## config.mk

```make
export PLATFORM = sky130hd
export DESIGN_NAME = dcsd_top
export DESIGN_NICKNAME = d
export VERILOG_FILES = /design/src/shared/dcsd_pkg.sv /design/src/hw/dcsd_sync.sv /design/src/hw/dcsd_seg_decode.sv /design/src/hw/dcsd_top.sv
export VERILOG_INCLUDE_DIRS = /design/src /design/src/shared
export SDC_FILE = /design/constraint.sdc
export NUM_CORES = 1
export LEC_CHECK = 0
export BUFFER_PORTS_ARGS = -buffer_cell sky130_fd_sc_hd__buf_4
export CAP_MARGIN = 15
export CORE_ASPECT_RATIO = 0.8
export CORE_UTILIZATION = 58
export DETAILED_ROUTE_END_ITERATION = 16
export PLACE_DENSITY = 0.89
export SYNTH_ARGS = -nofsm -noshare
export SYNTH_HDL_FRONTEND = slang
export SYNTH_SLANG_ARGS = --single-unit
```

## constraint.sdc

```tcl
create_clock -name clock -period 4 [get_ports clock]
set_input_delay 0.4 -clock clock [delete_from_list [all_inputs] [get_ports clock]]
set_output_delay 0.4 -clock clock [all_outputs]
set_load 0.005 [all_outputs]
```

## src/shared/dcsd_consts.svh

```systemverilog
// offsets, field positions, reset values and limits of the decade counter display block
`ifndef DCSD_CONSTS_SVH
`define DCSD_CONSTS_SVH
`define DCSD_NUM_DIGITS      4
`define DCSD_ADDR_W          8
`define DCSD_CTRL_OFS        8'h00
`define DCSD_COUNT_OFS       8'h04
`define DCSD_ISTAT_OFS       8'h08
`define DCSD_ICLR_OFS        8'h0c
`define DCSD_IEN_OFS         8'h10
`define DCSD_CTRL_MINSEC_BIT 0
`define DCSD_INT_W           2
`define DCSD_INT_ROLL_BIT    0
`define DCSD_INT_OVF_BIT     1
`define DCSD_DEC_MAX         4'h9
`define DCSD_TENS_MAX        4'h5
`define DCSD_RESP_OKAY       2'b00
`define DCSD_RESP_SLVERR     2'b10
`define DCSD_PIN_RST         6'h3f
`endif

```

## src/shared/dcsd_pkg.sv

```systemverilog
// types of the decade counter display block
package dcsd_pkg;
   typedef logic [3:0] dcsd_digit_t;
   typedef logic [6:0] dcsd_seg_t;
   typedef enum logic [1:0] {
      DCSD_RD_IDLE = 2'b01,
      DCSD_RD_RESP = 2'b10
   } dcsd_rd_state_t;
endpackage

```

## src/hw/dcsd_sync.sv

```systemverilog
// two-flop synchroniser for a group of pin levels
`timescale 1ns/1ps
`default_nettype none
module dcsd_sync #(
   parameter int            W       = 1,
   parameter logic [W-1:0]  RST_VAL = '0
) (
   input  wire logic         clock,
   input  wire logic         rst_b,
   input  wire logic [W-1:0] d,
   output var  logic [W-1:0] q
);
   import dcsd_pkg::*;
   logic [W-1:0] meta_r;
   logic [W-1:0] q_r;
   logic [W-1:0] meta_nxt;
   logic [W-1:0] q_nxt;

   always_comb begin
      meta_nxt = d;
      q_nxt    = meta_r;
   end

   always_ff @(posedge clock or negedge rst_b) begin
      if (!rst_b) begin
         meta_r <= RST_VAL;
         q_r    <= RST_VAL;
      end else begin
         meta_r <= meta_nxt;
         q_r    <= q_nxt;
      end
   end

   always_comb begin
      q = q_r;
   end
endmodule
`default_nettype wire

```

## src/hw/dcsd_seg_decode.sv

```systemverilog
// one decade to seven-segment decoder with blanking, segments {g,f,e,d,c,b,a}
`timescale 1ns/1ps
`default_nettype none
module dcsd_seg_decode (
   input  wire dcsd_pkg::dcsd_digit_t digit,
   input  wire logic                  blank,
   output var  dcsd_pkg::dcsd_seg_t   seg
);
   import dcsd_pkg::*;

   always_comb begin
      seg = 7'h00;
      if (!blank) begin
         case (digit)
            4'h0: seg = 7'h3f;
            4'h1: seg = 7'h06;
            4'h2: seg = 7'h5b;
            4'h3: seg = 7'h4f;
            4'h4: seg = 7'h66;
            4'h5: seg = 7'h6d;
            4'h6: seg = 7'h7d;
            4'h7: seg = 7'h07;
            4'h8: seg = 7'h7f;
            4'h9: seg = 7'h6f;
            default: seg = 7'h40;
         endcase
      end
   end
endmodule
`default_nettype wire

```

## src/hw/dcsd_top.sv

```systemverilog
// four-decade counter with half digit, static segment drive and register access
// Notes on behaviour
// - four decades, each wrap advances the next
// - count on each synchronised falling input edge
// - rollover output falls after 9999 or 5959
// - rollover sets half-digit flop driving segment
// - half digit cleared only by counter reset
// - decades keep counting after half digit set
// - low tally hold stops the whole count
// - own seven-segment decoder for every decade
// - latches follow when load low, else hold
// - blank leading zeros when enabled, half clear
// - blanking off when input low or half set
// - cascade high only when all digits blanked
// - synchronised control inputs start high at reset
// - counter reset low forces 0000
// - twenty-nine static segment outputs, no multiplexing
// - display blank high turns all segments off
`timescale 1ns/1ps
`default_nettype none
`include "dcsd_consts.svh"
module dcsd_top (
   input  wire logic                      clock,
   input  wire logic                      rst_b,
   input  wire logic                      count_in,
   input  wire logic                      tally_hold_b,
   input  wire logic                      latch_load_b,
   input  wire logic                      counter_reset_b,
   input  wire logic                      zero_suppress_in,
   input  wire logic                      display_blank,
   input  wire logic [`DCSD_ADDR_W-1:0]   axi_awaddr,
   input  wire logic                      axi_awvalid,
   output var  logic                      axi_awready,
   input  wire logic [31:0]               axi_wdata,
   input  wire logic [3:0]                axi_wstrb,
   input  wire logic                      axi_wvalid,
   output var  logic                      axi_wready,
   output var  logic [1:0]                axi_bresp,
   output var  logic                      axi_bvalid,
   input  wire logic                      axi_bready,
   input  wire logic [`DCSD_ADDR_W-1:0]   axi_araddr,
   input  wire logic                      axi_arvalid,
   output var  logic                      axi_arready,
   output var  logic [31:0]               axi_rdata,
   output var  logic [1:0]                axi_rresp,
   output var  logic                      axi_rvalid,
   input  wire logic                      axi_rready,
   output var  logic [28:0]               seg_out,
   output var  logic                      rollover_out,
   output var  logic                      zero_suppress_cascade_out,
   output var  logic                      irq
);
   import dcsd_pkg::*;

   localparam int ND = `DCSD_NUM_DIGITS;

   logic [5:0]                pin_s;
   logic                      cnt_s, hold_s, store_s, creset_s, zs_s, dblank_s;
   dcsd_digit_t [ND-1:0]      digit_r, digit_nxt, dig_step, dig_max;
   dcsd_seg_t   [ND-1:0]      dig_seg;
   logic [ND:0]               carry;
   logic [ND-1:0]             blank_chain, dig_zero;
   logic                      cnt_prev_r, half_r, half_nxt, roll_out_r, roll_out_nxt;
   logic                      cnt_fall, step, roll_evt, blank_en;
   logic [28:0]               seg_lat_r, seg_lat_nxt, seg_out_r, seg_out_nxt;
   logic                      casc_r, casc_nxt;
   logic [`DCSD_INT_W-1:0]    istat_r, istat_nxt, ien_r, ien_nxt, clr_bits, ev;
   logic                      irq_r, irq_nxt, minsec_r, minsec_nxt;
   logic                      aw_hold_r, aw_hold_nxt, w_hold_r, w_hold_nxt;
   logic [`DCSD_ADDR_W-1:0]   aw_addr_r, aw_addr_nxt;
   logic [31:0]               w_data_r, w_data_nxt, rdata_r, rdata_nxt;
   logic                      w_strb0_r, w_strb0_nxt;
   logic                      awready_r, awready_nxt, wready_r, wready_nxt;
   logic                      bvalid_r, bvalid_nxt, rvalid_r, rvalid_nxt, arready_r, arready_nxt;
   logic [1:0]                bresp_r, bresp_nxt, rresp_r, rresp_nxt;
   dcsd_rd_state_t            rd_st_r, rd_st_nxt;

   // all pins pass a two-flop synchroniser
   // synchronised pins start high, the idle level
   dcsd_sync #(.W(6), .RST_VAL(`DCSD_PIN_RST)) u_sync (
      .clock (clock),
      .rst_b (rst_b),
      .d     ({display_blank, zero_suppress_in, counter_reset_b, latch_load_b, tally_hold_b, count_in}),
      .q     (pin_s)
   );
   assign {dblank_s, zs_s, creset_s, store_s, hold_s, cnt_s} = pin_s;

   assign cnt_fall = cnt_prev_r & ~cnt_s;
   // hold gates the first stage, edge tracking goes on
   assign step     = cnt_fall & hold_s;
   assign carry[0] = step;
   assign roll_evt = carry[ND];
   assign blank_en = zs_s & ~half_r;

   generate
      for (genvar i = 0; i < ND; i++) begin : g_dec
         assign dig_max[i]  = (minsec_r && ((i % 2) == 1)) ? `DCSD_TENS_MAX : `DCSD_DEC_MAX;
         // wrap at decade top ripples onward
         assign carry[i+1]  = carry[i] & (digit_r[i] >= dig_max[i]);
         assign dig_step[i] = carry[i+1] ? 4'h0 : (carry[i] ? digit_r[i] + 4'h1 : digit_r[i]);
         assign dig_zero[i] = (digit_r[i] == 4'h0);
         if (i == ND - 1) begin : g_msd
            assign blank_chain[i] = blank_en & dig_zero[i];
         end else begin : g_low
            assign blank_chain[i] = blank_chain[i+1] & dig_zero[i];
         end
         dcsd_seg_decode u_dec (
            .digit (digit_r[i]),
            .blank (blank_chain[i]),
            .seg   (dig_seg[i])
         );
      end
   endgenerate

   // counter core
   always_comb begin
      digit_nxt = dig_step;
      half_nxt  = half_r | roll_evt;
      // counter reset clears decades and half digit
      if (!creset_s) begin
         digit_nxt = '0;
         half_nxt  = 1'b0;
      end
      // top stage falls on its wrap to zero
      roll_out_nxt = minsec_r ? digit_nxt[ND-1][2] : digit_nxt[ND-1][3];
   end

   always_ff @(posedge clock or negedge rst_b) begin
      if (!rst_b) begin
         digit_r    <= '0;
         half_r     <= 1'b0;
         roll_out_r <= 1'b0;
         cnt_prev_r <= 1'b1;
      end else begin
         digit_r    <= digit_nxt;
         half_r     <= half_nxt;
         roll_out_r <= roll_out_nxt;
         cnt_prev_r <= cnt_s;
      end
   end

   // display latches and drive
   always_comb begin
      seg_lat_nxt = seg_lat_r;
      casc_nxt    = casc_r;
      // latches follow while load is low
      if (!store_s) begin
         seg_lat_nxt = {half_r, dig_seg};
         // cascade only when every digit blanked
         casc_nxt    = blank_chain[0];
      end
      seg_out_nxt = dblank_s ? 29'h0 : seg_lat_r;
   end

   always_ff @(posedge clock or negedge rst_b) begin
      if (!rst_b) begin
         seg_lat_r <= '0;
         seg_out_r <= '0;
         casc_r    <= 1'b0;
      end else begin
         seg_lat_r <= seg_lat_nxt;
         seg_out_r <= seg_out_nxt;
         casc_r    <= casc_nxt;
      end
   end

   assign ev[`DCSD_INT_ROLL_BIT] = roll_evt;
   assign ev[`DCSD_INT_OVF_BIT]  = roll_evt & ~half_r & creset_s;

   // register slave and interrupt
   always_comb begin
      aw_hold_nxt = aw_hold_r;
      aw_addr_nxt = aw_addr_r;
      w_hold_nxt  = w_hold_r;
      w_data_nxt  = w_data_r;
      w_strb0_nxt = w_strb0_r;
      bvalid_nxt  = bvalid_r;
      bresp_nxt   = bresp_r;
      minsec_nxt  = minsec_r;
      ien_nxt     = ien_r;
      clr_bits    = '0;
      rd_st_nxt   = rd_st_r;
      rvalid_nxt  = rvalid_r;
      rdata_nxt   = rdata_r;
      rresp_nxt   = rresp_r;
      if (bvalid_r && axi_bready) begin
         bvalid_nxt = 1'b0;
      end
      if (axi_awvalid && awready_r) begin
         aw_hold_nxt = 1'b1;
         aw_addr_nxt = axi_awaddr;
      end
      if (axi_wvalid && wready_r) begin
         w_hold_nxt  = 1'b1;
         w_data_nxt  = axi_wdata;
         w_strb0_nxt = axi_wstrb[0];
      end
      if (aw_hold_r && w_hold_r && !bvalid_r) begin
         aw_hold_nxt = 1'b0;
         w_hold_nxt  = 1'b0;
         bvalid_nxt  = 1'b1;
         bresp_nxt   = `DCSD_RESP_OKAY;
         if ({aw_addr_r[7:2], 2'b00} == `DCSD_CTRL_OFS) begin
            if (w_strb0_r) minsec_nxt = w_data_r[`DCSD_CTRL_MINSEC_BIT];
         end else if ({aw_addr_r[7:2], 2'b00} == `DCSD_IEN_OFS) begin
            if (w_strb0_r) ien_nxt = w_data_r[`DCSD_INT_W-1:0];
         end else if ({aw_addr_r[7:2], 2'b00} == `DCSD_ICLR_OFS) begin
            if (w_strb0_r) clr_bits = w_data_r[`DCSD_INT_W-1:0];
         end else if ({aw_addr_r[7:2], 2'b00} == `DCSD_COUNT_OFS) begin
            bresp_nxt = `DCSD_RESP_OKAY;
         end else if ({aw_addr_r[7:2], 2'b00} == `DCSD_ISTAT_OFS) begin
            bresp_nxt = `DCSD_RESP_OKAY;
         end else begin
            bresp_nxt = `DCSD_RESP_SLVERR;
         end
      end
      awready_nxt = !aw_hold_nxt && !bvalid_nxt;
      wready_nxt  = !w_hold_nxt && !bvalid_nxt;
      case (rd_st_r)
         DCSD_RD_IDLE: begin
            if (axi_arvalid && arready_r) begin
               rd_st_nxt  = DCSD_RD_RESP;
               rvalid_nxt = 1'b1;
               rresp_nxt  = `DCSD_RESP_OKAY;
               rdata_nxt  = 32'h0;
               if ({axi_araddr[7:2], 2'b00} == `DCSD_CTRL_OFS) begin
                  rdata_nxt[`DCSD_CTRL_MINSEC_BIT] = minsec_r;
               end else if ({axi_araddr[7:2], 2'b00} == `DCSD_COUNT_OFS) begin
                  rdata_nxt = {15'h0, half_r, digit_r};
               end else if ({axi_araddr[7:2], 2'b00} == `DCSD_ISTAT_OFS) begin
                  rdata_nxt[`DCSD_INT_W-1:0] = istat_r;
               end else if ({axi_araddr[7:2], 2'b00} == `DCSD_IEN_OFS) begin
                  rdata_nxt[`DCSD_INT_W-1:0] = ien_r;
               end else if ({axi_araddr[7:2], 2'b00} == `DCSD_ICLR_OFS) begin
                  rdata_nxt = 32'h0;
               end else begin
                  rresp_nxt = `DCSD_RESP_SLVERR;
               end
            end
         end
         DCSD_RD_RESP: begin
            if (axi_rready) begin
               rd_st_nxt  = DCSD_RD_IDLE;
               rvalid_nxt = 1'b0;
            end
         end
         default: begin
            rd_st_nxt  = DCSD_RD_IDLE;
            rvalid_nxt = 1'b0;
         end
      endcase
      arready_nxt = (rd_st_nxt == DCSD_RD_IDLE);
      // a new event wins over a clear in the same cycle
      istat_nxt = (istat_r & ~clr_bits) | ev;
      irq_nxt   = |(istat_r & ien_r);
   end

   always_ff @(posedge clock or negedge rst_b) begin
      if (!rst_b) begin
         aw_hold_r <= 1'b0;
         aw_addr_r <= '0;
         w_hold_r  <= 1'b0;
         w_data_r  <= '0;
         w_strb0_r <= 1'b0;
         bvalid_r  <= 1'b0;
         bresp_r   <= `DCSD_RESP_OKAY;
         awready_r <= 1'b1;
         wready_r  <= 1'b1;
         minsec_r  <= 1'b0;
         ien_r     <= '0;
         istat_r   <= '0;
         irq_r     <= 1'b0;
         rd_st_r   <= DCSD_RD_IDLE;
         arready_r <= 1'b1;
         rvalid_r  <= 1'b0;
         rdata_r   <= '0;
         rresp_r   <= `DCSD_RESP_OKAY;
      end else begin
         aw_hold_r <= aw_hold_nxt;
         aw_addr_r <= aw_addr_nxt;
         w_hold_r  <= w_hold_nxt;
         w_data_r  <= w_data_nxt;
         w_strb0_r <= w_strb0_nxt;
         bvalid_r  <= bvalid_nxt;
         bresp_r   <= bresp_nxt;
         awready_r <= awready_nxt;
         wready_r  <= wready_nxt;
         minsec_r  <= minsec_nxt;
         ien_r     <= ien_nxt;
         istat_r   <= istat_nxt;
         irq_r     <= irq_nxt;
         rd_st_r   <= rd_st_nxt;
         arready_r <= arready_nxt;
         rvalid_r  <= rvalid_nxt;
         rdata_r   <= rdata_nxt;
         rresp_r   <= rresp_nxt;
      end
   end

   assign axi_awready               = awready_r;
   assign axi_wready                = wready_r;
   assign axi_bvalid                = bvalid_r;
   assign axi_bresp                 = bresp_r;
   assign axi_arready               = arready_r;
   assign axi_rvalid                = rvalid_r;
   assign axi_rdata                 = rdata_r;
   assign axi_rresp                 = rresp_r;
   assign seg_out                   = seg_out_r;
   assign rollover_out              = roll_out_r;
   assign zero_suppress_cascade_out = casc_r;
   assign irq                       = irq_r;
endmodule
`default_nettype wire

```

==> metrics.md, run 1 <==
| Metric | Value |
|---|---|
| CP top delay family | simple AND/OR/NAND/NOR gates |
| Root buffer cell | sky130_fd_sc_hd__clkbuf_16 |
| Cell-by-cell listing of the critical path | inv_1 -> ha_1 -> nor4b_1 -> and4_1 -> a31oi_1 -> a32o_1 |
| Layout Nets | 708 |
| Top achievable clock speed | 427.8 MHz |
| Top cells by area, synth | sky130_fd_sc_hd__dfrtp_1 (49%), sky130_fd_sc_hd__dfstp_2 (7.6%), sky130_fd_sc_hd__ha_1 (6.4%) |
| Global-route usage over all layers | 24.97% |
| Mean number of vias per cell | 5.453 |
| Gr ovfl total | 0 |
| Deepest clock path buffer count | 2 |
| Asr flop ratio synth | 100.0% |
| Final GP Congestion | 0.8178 |
| Combined area of all synthesized cells | 5902 sq um |
| Crit path capture type | flip-flop |
| Total Neg Setup Slack | 0 ns |
| Finished Cell Area | 7241 sq um |
| Launching element type of the critical path | flip-flop |
| Worst IR Drop VDD | 0.3856 mV |
| Post-synth top area share | 49.18% |
| Hold Violations, Final | 0 |
| Vias in the first global route | 4038 |
| Violation count after the first detailed-route iteration | 265 |
| Clk pin slew, worst setup/hold paths | 0.06 ns |
| Crit share post-route | 58.44% |
| Mean routed wirelength per cell | 15.59 microns |
| TritonCTS Sinks | 133 |
| Syn_area_per_cell | 11.09 sq um |
| Initial Util | 60.41% |
| Number of CTS-inserted buffers | 17 |
| Final cell utilization of the core | 74.12% |
| Leakage power figure | 3.505 nW |
| Clock latency on the worst-skew pair | 0.42 ns |
| Post-layout min period | 2.338 ns |
| Post-layout total power | 0.003931 W |
| Antenna-violating nets left | 0 |
| Startpoint of the worst-slack reg-to-reg timing path | digit_r[13]$_DFFE_PN0P_ |
| Share of the yosys chip area belonging to registers | 56.75% |
| Transition time at the pin with the least slew margin | 0.8513 ns |
| Die height | 92.23 microns |
| Layout cells sized above 1 | 25.08% |
| X dimension of the die | 114.8 microns |
| Required time at the worst-slack endpoint | 4.31 ns |
| Antenna violations before repair | 0 |
| Crit-path slowest cell | sky130_fd_sc_hd__nor4b_1 |
| Post-synth top flop | sky130_fd_sc_hd__dfrtp_1 |
| Max_slew headroom | 43.09% |
| Number of antenna cells inserted | 0 |
| Max Fanout on Critical Path | 9 |
| Wire length of the first global-routing pass | 19.82 mm |
| Number of enable-type register cells in the synthesized netlist | 0 |
| I/O pin cnt | 138 |
| Pin count of the biggest net entering global routing | 84 |
| CTS tree | yes |
| RSZ-0062 raised after global routing | no |
| CTS resizes | 0 |
| Status | finished clean |
| Worst clock skew on the final layout | 0.005362 ns |
| Post CTS Setup Buffer Count | 0 |
| Tightest Hold Check Type | input port to asynchronous set/reset pin |
| Placed inst area | 6550 sq um |
| Worst slack at placement | 1.750 ns |
| Leading cell types by count after synthesis | sky130_fd_sc_hd__dfrtp_1 (116), sky130_fd_sc_hd__nand2_1 (54), sky130_fd_sc_hd__nor2b_1 (41) |
| Number of flip-flops and latches in the synthesized netlist | 133 |
| DRC violations left | 0 |
| CP peak stage delay | 0.49 ns |
| Category of the most critical setup path | flip-flop to flip-flop |
| Post-CTS Hold Fix Bufs | 0 |
| Placement Rows | 32 |
| Max-Cap Viols | 0 |
| First-pass iteration count of the detailed router | 4 |
| Crit. Startpoint | digit_r[13]$_DFFE_PN0P_ |
| Warning count from the yosys run | 0 |
| Final worst setup slack | 1.662 ns |
| Power per Cell Area | 542.9 nW/um^2 |
| Cell count after synthesis | 532 |
| Full die area | 10590 sq um |
| Slew Limit Fails | 0 |
| HPWL Detailed | 7.919 mm |
| WP buf/inv | 1 |
| Deepest level of the CTS H-tree | 4 |
| CP arrival | 2.65 ns |
| Post-synthesis cell type with the largest combined area | sky130_fd_sc_hd__dfrtp_1 |
| Area of the core | 9769 sq um |
| Post-synthesis cell type count | 61 |
| Area delta synth->final | 22.68% |
| Library cell with the highest instance count after synthesis | sky130_fd_sc_hd__dfrtp_1 |
| Routed WL | 11.88 mm |
| Number of failing setup endpoints in the final timing report | 0 |
| Via total after detailed routing | 4155 |
| Buffers on Ports | 83 |
==> final cells by class <==
type,count,area (sq um)
well taps,136,170.2
flip-flops and latches,133,3349
clock buffers,20,466.7
fillers,654,2529
clock inverters,12,224.0
inverters,21,78.83
multi-input cells,356,2308
repair buffers,84,643.1
==> worst paths after layout <==
check                      slack [ns]                    endpoint  depth (start not counted)
max reg2reg                      1.66    seg_lat_r[1]$_DFFE_PN0N_                          6
min                            0.0004        seg_out[4]$_DFF_PN0_                          1
min in group clock               0.08  u_sync.meta_r[3]$_DFF_PN1_                          1
min reg2reg                      0.35       u_sync.q[1]$_DFF_PN1_                          0
max                              1.66    seg_lat_r[1]$_DFFE_PN0N_                          6
max in group asynchronous        3.11  u_sync.meta_r[2]$_DFF_PN1_                          2
==> worst register-to-register path, stage by stage, from the launching register on <==
cell                      delay, ns
sky130_fd_sc_hd__dfrtp_1       0.48
sky130_fd_sc_hd__inv_1         0.20
sky130_fd_sc_hd__ha_1          0.19
sky130_fd_sc_hd__nor4b_1       0.49
sky130_fd_sc_hd__and4_1        0.40
sky130_fd_sc_hd__a31oi_1       0.18
sky130_fd_sc_hd__a32o_1        0.28
==> logic make-up after synthesis <==
family | share of synthesized area [%]
AND/OR/NAND/NOR | 15.73
flip-flops | 56.75
AO/OA/AOI/OAI | 13.08
other | 0.06354
multiplexers | 2.268
buffers and inverters | 5.151
adder cells (fa/ha/maj) | 6.360
XOR/XNOR | 0.5937
==> sequential cells by signal, indices dropped and copies added (netlist names), 2 cells and up <==
name and flops:
seg_lat_r 29, seg_out 29, axi_rdata 17, digit_r 16
aw_addr_r 6, u_sync.meta_r 6, u_sync.q 6, ien_r 2
istat_r 2, rd_st_r 2, w_data_r 2
==> per-layer routing <==
metal | routed length (microns) | global-route usage (%) | vias up
met4 | 204 | 9.416 | 0
met2 | 5757 | 39.90 | 135
li1 | - | - | 1953
met5 | 0 | 0 | -
met3 | 661 | 7.138 | 21
met1 | 5256 | 32.38 | 2046
==> cell usage in the layout (no fill, tap or decap), types with 5 or more instances in the layout <==
cell type                   count
sky130_fd_sc_hd__nor2b_1       41
sky130_fd_sc_hd__inv_1         21
sky130_fd_sc_hd__clkbuf_16     17
sky130_fd_sc_hd__dfrtp_1      116
sky130_fd_sc_hd__a22o_1        19
sky130_fd_sc_hd__nand2_1       54
sky130_fd_sc_hd__mux2_2        11
sky130_fd_sc_hd__a21boi_0       6
sky130_fd_sc_hd__conb_1        17
sky130_fd_sc_hd__a21oi_1       26
sky130_fd_sc_hd__nand3_1       10
sky130_fd_sc_hd__nor3_1        11
sky130_fd_sc_hd__ha_1          30
sky130_fd_sc_hd__bufinv_16      6
sky130_fd_sc_hd__nor2_1        21
sky130_fd_sc_hd__buf_4         83
sky130_fd_sc_hd__dfstp_2       17
sky130_fd_sc_hd__nor3b_1        5
sky130_fd_sc_hd__o21ai_0       38
==> stage by stage <==
| stage | hold slack, ns | std cells |
|---|---|---|
| after floorplan | 0.1044 | 548 |
| final | 0.0004212 | 762 |
| after CTS | 0.02018 | 762 |
| after detailed placement | 0.3468 | 730 |
| after global placement | 0.3459 | 730 |
| after global routing | 0.04780 | 762 |
==> report_power, final <==
group,internal [W],switching (W)
Sequential,0.00153,0.000133
Clock,0.00122,0.000575
Combinational,0.000238,0.000237
Total,0.00299,0.000944
Note: power is estimated with default switching activity, not from simulation.
==> run 2, diff against run 1 <==
ABC_AREA = 1   (was default)
CORE_UTILIZATION = 54   (was 58)
PLACE_DENSITY = 0.84   (was 0.89)
clock period = 2.4 ns   (was 4 ns; I/O delays follow)
==> run 2 against run 1 <==
Sequential cell count stayed put. Critical endpoint is now seg_lat_r[3]$_DFFE_PN0N_. Area after synthesis is 1.1% higher. Setup slack worse by 1.3 ns. Combinational power is 130% higher. Non-clock buffer count is 12 higher. Total power is 66% higher.
==> metrics.md, run 2 <==
| Metric | Value |
|---|---|
| Post-Place Cells | 858 (+18%) |
| HPWL Detailed | 8.698 mm (+9.8%) |
| DRC violations left | 0 (unchanged) |
| Full die area | 11480 sq um (+8.4%) |
| Layout Nets | 839 (+19%) |
| Post-synth top area share | 48.64% (-0.55 points) |
| Layout cells sized above 1 | 20.74% (-4.3 points) |
| Max-Cap Viols | 0 (unchanged) |
| Share of the yosys chip area belonging to registers | 56.12% (-0.63 points) |
| Top achievable clock speed | 489.0 MHz (+14%) |
| Cell-by-cell listing of the critical path | inv_1 -> ha_1 -> inv_1 -> nor2_4 -> nand4_4 -> nor3_4 -> nand3_2 -> nand3b_1 -> nand2_1 |
| Final GP Congestion | 0.8827 (+7.9%) |
| RSZ-0062 raised after global routing | no |
| Power per Cell Area | 882.3 nW/um^2 (+63%) |
| Total area of sequential cells | 3349 sq um (unchanged) |
| Initial Util | 56.91% (-3.5 points) |
| Buffers on Ports | 83 (unchanged) |
| Warning count from the yosys run | 0 (unchanged) |
| Antenna violations before repair | 0 (unchanged) |
| Launching element type of the critical path | flip-flop |
| Crit share post-route | 85.21% (+27 points) |
| First-pass iteration count of the detailed router | 4 (unchanged) |
| I/O pin cnt | 138 (unchanged) |
| Wire length of the first global-routing pass | 20.58 mm (+3.8%) |
| CP arrival | 2.35 ns (-0.30 ns) |
| CP top delay family | simple AND/OR/NAND/NOR gates |
| Max Fanout on Critical Path | 8 (-1) |
| Gr ovfl total | 0 (unchanged) |
| Clock latency on the worst-skew pair | 0.42 ns (about the same) |
| Deepest level of the CTS H-tree | 4 (unchanged) |
| Worst clock skew on the final layout | 0.009367 ns (+0.004006 ns) |
| Number of antenna cells inserted | 0 (unchanged) |
| Cell count after synthesis | 641 (+20%) |
| Mean routed wirelength per cell | 13.84 microns (-11%) |
| Category of the most critical setup path | flip-flop to flip-flop |
| Placement Rows | 33 (+3.1%) |
| Area of the core | 10490 sq um (+7.4%) |
| Die height | 96.03 microns (+4.1%) |
| Cell with the most instances on the worst path | sky130_fd_sc_hd__inv_1 |
| Root buffer cell | sky130_fd_sc_hd__clkbuf_16 |
| Crit path capture type | flip-flop |
| CP peak stage delay | 0.46 ns (-0.03 ns) |
| Number of CTS-inserted buffers | 17 (unchanged) |
| X dimension of the die | 119.5 microns (+4.1%) |
| CTS tree | yes |
| Most common cell after layout, fill and taps aside | sky130_fd_sc_hd__nand2_1 |
| Total Neg Setup Slack | 0 ns (unchanged) |
| Asr flop ratio synth | 100.0% (unchanged) |
| Pin count of the biggest net entering global routing | 54 (-36%) |
| Post-synth top flop | sky130_fd_sc_hd__dfrtp_1 |
| Post CTS Setup Buffer Count | 0 (unchanged) |
| WP buf/inv | 2 (+1) |
| Number of enable-type register cells in the synthesized netlist | 0 (unchanged) |
| Leakage power figure | 3.854 nW (+9.9%) |
| Hold Violations, Final | 0 (unchanged) |
| Via total after detailed routing | 4627 (+11%) |
| Crit-path slowest cell | sky130_fd_sc_hd__dfrtp_1 |
| Library cell with the highest instance count after synthesis | sky130_fd_sc_hd__nand2_1 |
| Deepest clock path buffer count | 2 (unchanged) |
| Max_slew headroom | 53.63% (+11 points) |
| Post-synthesis cell type with the largest combined area | sky130_fd_sc_hd__dfrtp_1 |
| Number of failing setup endpoints in the final timing report | 0 (unchanged) |
| Routed WL | 12.42 mm (+4.5%) |
| Leading cell types by count after synthesis | sky130_fd_sc_hd__nand2_1 (121), sky130_fd_sc_hd__dfrtp_1 (116), sky130_fd_sc_hd__inv_1 (89) |
| Vias in the first global route | 4509 (+12%) |
| Filler cells | 785 (+20%) |
| Slew Limit Fails | 0 (unchanged) |
| Top cells by area, synth | sky130_fd_sc_hd__dfrtp_1 (49%), sky130_fd_sc_hd__nand2_1 (7.6%), sky130_fd_sc_hd__dfstp_2 (7.5%) |
| Mean number of vias per cell | 5.158 (-5.4%) |
| Global-route usage over all layers | 23.54% (-1.4 points) |
| Antenna-violating nets left | 0 (unchanged) |
| Post-synthesis cell type count | 40 (-34%) |
| Clk pin slew, worst setup/hold paths | 0.06 ns (about the same) |
| Transition time at the pin with the least slew margin | 0.6955 ns (-0.1559 ns) |
| Area taken by multi-input logic gates | 2152 sq um (-6.8%) |
| Post-layout total power | 0.006512 W (+66%) |
| Worst IR Drop VDD | 0.8049 mV (+110%) |
| Post-route non-filler standard cell count | 897 (+18%) |
| Status | finished clean |
| Tightest Hold Check Type | input port to flip-flop |
| Final cell utilization of the core | 70.38% (-3.7 points) |
| Number of flip-flops and latches in the synthesized netlist | 133 (unchanged) |
| Area delta synth->final | 23.67% |
| TritonCTS Sinks | 133 (unchanged) |
| Required time at the worst-slack endpoint | 2.71 ns (-1.60 ns) |
| Syn_area_per_cell | 9.311 sq um (-16%) |
| Post-layout min period | 2.045 ns (-0.2925 ns) |
| Violation count after the first detailed-route iteration | 267 (+0.75%) |
| Combined area of all synthesized cells | 5968 sq um (+1.1%) |
| Most used cells in the layout excluding fill and tap cells | sky130_fd_sc_hd__nand2_1 (121), sky130_fd_sc_hd__dfrtp_1 (116), sky130_fd_sc_hd__inv_1 (89) |
## run 2: what timing repair did
| action | CTS | global route |
|---|---|---|
| gates resized for setup | 0 | 0 |
| hold buffers | 7 | 0 |
| endpoints found under the hold margin | 56 | 0 |
## run 2: cell type report
class | instances | share of cell area, %
Sequential cell | 133 | 45.38
Multi-Input combinational cell | 403 | 29.16
Timing Repair Buffer | 96 | 10.17
Clock buffer | 23 | 6.476
Inverter | 93 | 4.730
Tap cell | 140 | 2.373
Clock inverter | 9 | 1.712
## run 2: metrics by stage
stage | cell area [sq um] | hold slack (ns) | worst slack [ns]
2_1_floorplan | 6028 | -0.05559 | 0.7202
3_3_place_gp | 6706 | 0.3128 | 0.4722
3_5_place_dp | 6706 | 0.3185 | 0.3798
4_1_cts | 7381 | 0.008702 | 0.3545
5_1_grt | 7381 | 0.01333 | 0.1960
6_report | 7381 | 0.009664 | 0.3549
## run 2: cells by family after synthesis
logic type,count (synthesis),share of synthesized area [%]
and+or+nand+nor,252,19.18
other,1,0.06283
xor gates and xnor gates,1,0.1468
adders and majority gates,30,6.289
buffers and inverters,121,8.826
DFF,133,56.12
AOI/OAI and AO/OA,103,9.371
## run 2: path summary, 6_finish.rpt
| path | start | endpoint | slack [ns] | cells after the start |
|---|---|---|---|---|
| worst max register to register | digit_r[12]$_DFFE_PN0P_ | seg_lat_r[3]$_DFFE_PN0N_ | 0.35 | 9 |
| worst min register to register | u_sync.meta_r[3]$_DFF_PN1_ | u_sync.q[3]$_DFF_PN1_ | 0.35 | 0 |
| worst min-delay path | axi_awaddr[3] | aw_addr_r[3]$_DFFE_PN0P_ | 0.01 | 3 |
| worst max-delay path | digit_r[12]$_DFFE_PN0P_ | seg_lat_r[3]$_DFFE_PN0N_ | 0.35 | 9 |
| min in group asynchronous | rst_b | seg_lat_r[22]$_DFFE_PN0N_ | 0.40 | 2 |
| max in group asynchronous | rst_b | u_sync.q[5]$_DFF_PN1_ | 1.22 | 3 |
## run 2: where the power goes
group          internal [W]  switching [W]
Sequential          0.00260       0.000196
Clock               0.00171       0.000909
Combinational      0.000455       0.000649
## run 2: worst register-to-register path: stages, from the launching register on
cell	delay (ns)
sky130_fd_sc_hd__dfrtp_1	0.46
sky130_fd_sc_hd__inv_1	0.21
sky130_fd_sc_hd__ha_1	0.19
sky130_fd_sc_hd__inv_1	0.07
sky130_fd_sc_hd__nor2_4	0.12
sky130_fd_sc_hd__nand4_4	0.13
sky130_fd_sc_hd__nor3_4	0.32
sky130_fd_sc_hd__nand3_2	0.23
sky130_fd_sc_hd__nand3b_1	0.14
sky130_fd_sc_hd__nand2_1	0.05
## run 2: routing by layer
metal	vias to the layer above	track usage (%)	share of wire, %
li1	2217	-	-
met1	2237	27.84	42
met2	151	41.38	51
met3	22	5.213	5.6
met4	0	11.35	1.9
met5	-	0	0
==> run 3, diff against run 2 <==
CORE_UTILIZATION = 59   (was 54)
PLACE_DENSITY = 0.89   (was 0.84)
SYNTH_HIERARCHICAL = 1   (was default)
clock period = 2.5 ns   (was 2.4 ns; I/O delays follow)
==> run 3 against run 2 <==
Non-clock buffer count is 4 lower. Critical path depth up 3. Worst hold slack improved by 0.021 ns. Sequential share of layout area is 2.6 points lower. Global-route usage up 1.6 points. Clock skew decreased by 0.0018 ns. Final area rose by 6.0%. Cell count rose by 8.9%. Clock-buffer cell count fell by 1. Maximum frequency shrank 2.4%. Area after synthesis grew 9.0%. Sequential power fell by 4%.
==> metrics.md, run 3 <==
| Metric | Value |
|---|---|
| Status | finished clean |
| Area taken by multi-input logic gates | 2516 sq um (+17%) |
| Post-synth top area share | 44.64% (-4.0 points) |
| Transition time at the pin with the least slew margin | 0.6791 ns (-0.01637 ns) |
| Top achievable clock speed | 477.4 MHz (-2.4%) |
| Warning count from the yosys run | 6 (+6) |
| Via total after detailed routing | 4961 (+7.2%) |
| TritonCTS Sinks | 133 (unchanged) |
| Placement Rows | 33 (unchanged) |
| Violation count after the first detailed-route iteration | 318 (+19%) |
| Category of the most critical setup path | flip-flop to flip-flop |
| Routed WL | 12.92 mm (+4.1%) |
| Area of the core | 10490 sq um (unchanged) |
| Final GP Congestion | 0.8266 (-6.4%) |
| Pin count of the biggest net entering global routing | 134 (+150%) |
| Post-synthesis cell type with the largest combined area | sky130_fd_sc_hd__dfrtp_1 |
| Full die area | 11450 sq um (-0.27%) |
| Antenna-violating nets left | 0 (unchanged) |
| Cell count after synthesis | 731 (+14%) |
| Launch instance of the worst min-delay path | axi_awaddr[7] |
| Crit path capture type | flip-flop |
| Gr ovfl total | 0 (unchanged) |
| Antenna violations before repair | 0 (unchanged) |
| X dimension of the die | 119.4 microns (-0.14%) |
| Post-Place Cells | 938 (+9.3%) |
| FF-to-FF setup slack | 0.41 ns (+0.05 ns) |
| CP arrival | 2.39 ns (+0.04 ns) |
| HPWL Detailed | 8.945 mm (+2.8%) |
| Leakage power figure | 4.097 nW (+6.3%) |
| Power per Cell Area | 798.5 nW/um^2 (-9.5%) |
| Crit share post-route | 83.78% (-1.4 points) |
| Mean number of vias per cell | 5.078 (-1.6%) |
| Wire length of the first global-routing pass | 22.31 mm (+8.5%) |
| Reg-to-reg critical path endpoint | seg_lat_r[5]$_DFFE_PN0N_ |
| Number of antenna cells inserted | 0 (unchanged) |
| Worst IR Drop VDD | 0.6911 mV (-14%) |
| Die height | 95.90 microns (-0.14%) |
| Most common cell after layout, fill and taps aside | sky130_fd_sc_hd__nor2_1 |
| Number of flip-flops and latches in the synthesized netlist | 133 (unchanged) |
| Post CTS Setup Buffer Count | 0 (unchanged) |
| Hold Slack | 0.03110 ns (+0.02144 ns) |
| Leading cell types by count after synthesis | sky130_fd_sc_hd__nor2_1 (119), sky130_fd_sc_hd__dfrtp_1 (116), sky130_fd_sc_hd__inv_1 (115) |
| Layout cells sized above 1 | 21.15% (+0.41 points) |
| Library cell with the highest instance count after synthesis | sky130_fd_sc_hd__nor2_1 |
| Mean routed wirelength per cell | 13.23 microns (-4.5%) |
| I/O pin cnt | 138 (unchanged) |
| Root buffer cell | sky130_fd_sc_hd__clkbuf_16 |
| R2R cell count | 12 (+3) |
| Combined area of all synthesized cells | 6502 sq um (+9.0%) |
| Clock latency on the worst-skew pair | 0.42 ns (about the same) |
| Asr flop ratio synth | 100.0% (unchanged) |
| Deepest clock path buffer count | 2 (unchanged) |
| Launching element type of the critical path | flip-flop |
| Max Fanout on Critical Path | 9 (+1) |
| Cells on Worst Hold Path | 3 (unchanged) |
| Deepest level of the CTS H-tree | 4 (unchanged) |
| Top cells by area, synth | sky130_fd_sc_hd__dfrtp_1 (45%), sky130_fd_sc_hd__ha_1 (8.1%), sky130_fd_sc_hd__dfstp_2 (6.9%) |
| Area delta synth->final | 20.32% |
| Tightest Hold Check Type | input port to flip-flop |
| Post-synth top flop | sky130_fd_sc_hd__dfrtp_1 |
| Max_slew headroom | 54.73% (+1.1 points) |
| Number of enable-type register cells in the synthesized netlist | 0 (unchanged) |
| Share of the yosys chip area belonging to registers | 51.51% (-4.6 points) |
| Clk pin slew, worst setup/hold paths | 0.05 ns (about the same) |
| RSZ-0062 raised after global routing | no |
| Hold Violations, Final | 0 (unchanged) |
| Post-synthesis cell type count | 41 (+2.5%) |
| Initial Util | 62.00% (+5.1 points) |
| Required time at the worst-slack endpoint | 2.79 ns (+0.08 ns) |
| Post-layout total power | 0.006247 W (-4.1%) |
| Post-route non-filler standard cell count | 977 (+8.9%) |
| Startpoint of the worst-slack reg-to-reg timing path | digit_r[13]$_DFFE_PN0P_ |
| Total Neg Setup Slack | 0 ns (unchanged) |
| Max-Cap Viols | 0 (unchanged) |
| Number of failing setup endpoints in the final timing report | 0 (unchanged) |
| Total area of sequential cells | 3349 sq um (unchanged) |
| Worst Hold End | aw_addr_r[7]$_DFFE_PN0P_ |
| Filler cells | 706 (-10%) |
| Vias in the first global route | 5004 (+11%) |
| Worst clock skew on the final layout | 0.007518 ns (-0.001849 ns) |
| DRC violations left | 0 (unchanged) |
| Syn_area_per_cell | 8.895 sq um (-4.5%) |
| First-pass iteration count of the detailed router | 6 (+2) |
| CTS tree | yes |
| Most used cells in the layout excluding fill and tap cells | sky130_fd_sc_hd__nor2_1 (119), sky130_fd_sc_hd__dfrtp_1 (116), sky130_fd_sc_hd__inv_1 (115) |
| Buffers on Ports | 83 (unchanged) |
| Layout Nets | 931 (+11%) |
| Post-layout min period | 2.095 ns (+0.04948 ns) |
| Slew Limit Fails | 0 (unchanged) |
| Number of CTS-inserted buffers | 17 (unchanged) |
| Global-route usage over all layers | 25.16% (+1.6 points) |
run 3: repair_timing:
item,CTS,global route
hold endpoints to repair,98,0
resized for setup,0,0
hold buffers,7,0
run 3: area by class of cell:
type,instances,share of cell area (%)
clock inverter,10,1.663
tap,140,2.239
sequential,133,42.81
timing repair buffer,92,9.372
inverter,124,5.949
multi-input combinational,456,32.16
clock buffer,22,5.805
run 3: cell families after synthesis:
logic type / share of synthesized area (%)
simple gates: 20.20
buf+inv: 10.72
flops: 51.51
compound gates: 9.159
fa+ha+maj: 8.082
xor+xnor: 0.2694
other cells: 0.05767
run 3: per-layer routing:
layer / vias to the layer above / wire length [microns] / global-route usage [%]
met4: 0 / 323 / 12.60
met3: 33 / 640 / 5.687
met5: - / 0 / 0
li1: 2411 / - / -
met2: 147 / 6523 / 45.16
met1: 2370 / 5434 / 28.80
run 3: how the worst max path moves through the flow:
stage / startpoint / to / slack, ns / depth (start not counted)
CTS: digit_r[13]$_DFFE_PN0P_ / seg_lat_r[5]$_DFFE_PN0N_ / 0.41 / 12
global placement: digit_r[13]$_DFFE_PN0P_ / seg_lat_r[3]$_DFFE_PN0N_ / 0.50 / 12
finish: digit_r[13]$_DFFE_PN0P_ / seg_lat_r[5]$_DFFE_PN0N_ / 0.41 / 12
global route: digit_r[13]$_DFFE_PN0P_ / seg_lat_r[0]$_DFFE_PN0N_ / 0.17 / 12
detailed placement: digit_r[13]$_DFFE_PN0P_ / seg_lat_r[5]$_DFFE_PN0N_ / 0.42 / 12
floorplan: digit_r[13]$_DFFE_PN0P_ / seg_lat_r[0]$_DFFE_PN0N_ / 0.74 / 12
run 3: through the flow:
| stage | utilization [%] | setup slack, ns | area (sq um) |
|---|---|---|---|
| floorplan | - | 0.7385 | 6563 |
| finish | 74.60 | 0.4054 | 7824 |
| CTS | 74.60 | 0.4078 | 7824 |
| detailed placement | 68.36 | 0.4161 | 7169 |
| global placement | 68.36 | 0.5011 | 7169 |
| global route | 74.60 | 0.1669 | 7824 |
run 3: power by group:
part | switching, W | internal [W] | total [W]
Combinational | 0.000658 | 0.000447 | 0.00110
Clock | 0.000869 | 0.00158 | 0.00245
Sequential | 0.000197 | 0.00249 | 0.00269
Total | 0.00172 | 0.00452 | 0.00625
run 3: critical path, cell delays in order, from the launching register on:
cell	delay [ns]
sky130_fd_sc_hd__dfrtp_1	0.48
sky130_fd_sc_hd__inv_1	0.20
sky130_fd_sc_hd__ha_1	0.18
sky130_fd_sc_hd__nand4_1	0.17
sky130_fd_sc_hd__nor2_2	0.20
sky130_fd_sc_hd__nand2_1	0.10
sky130_fd_sc_hd__or2_1	0.24
sky130_fd_sc_hd__inv_1	0.08
sky130_fd_sc_hd__inv_1	0.06
sky130_fd_sc_hd__nand2_2	0.10
sky130_fd_sc_hd__nor2_1	0.05
sky130_fd_sc_hd__nor2_1	0.08
sky130_fd_sc_hd__a21oi_1	0.05
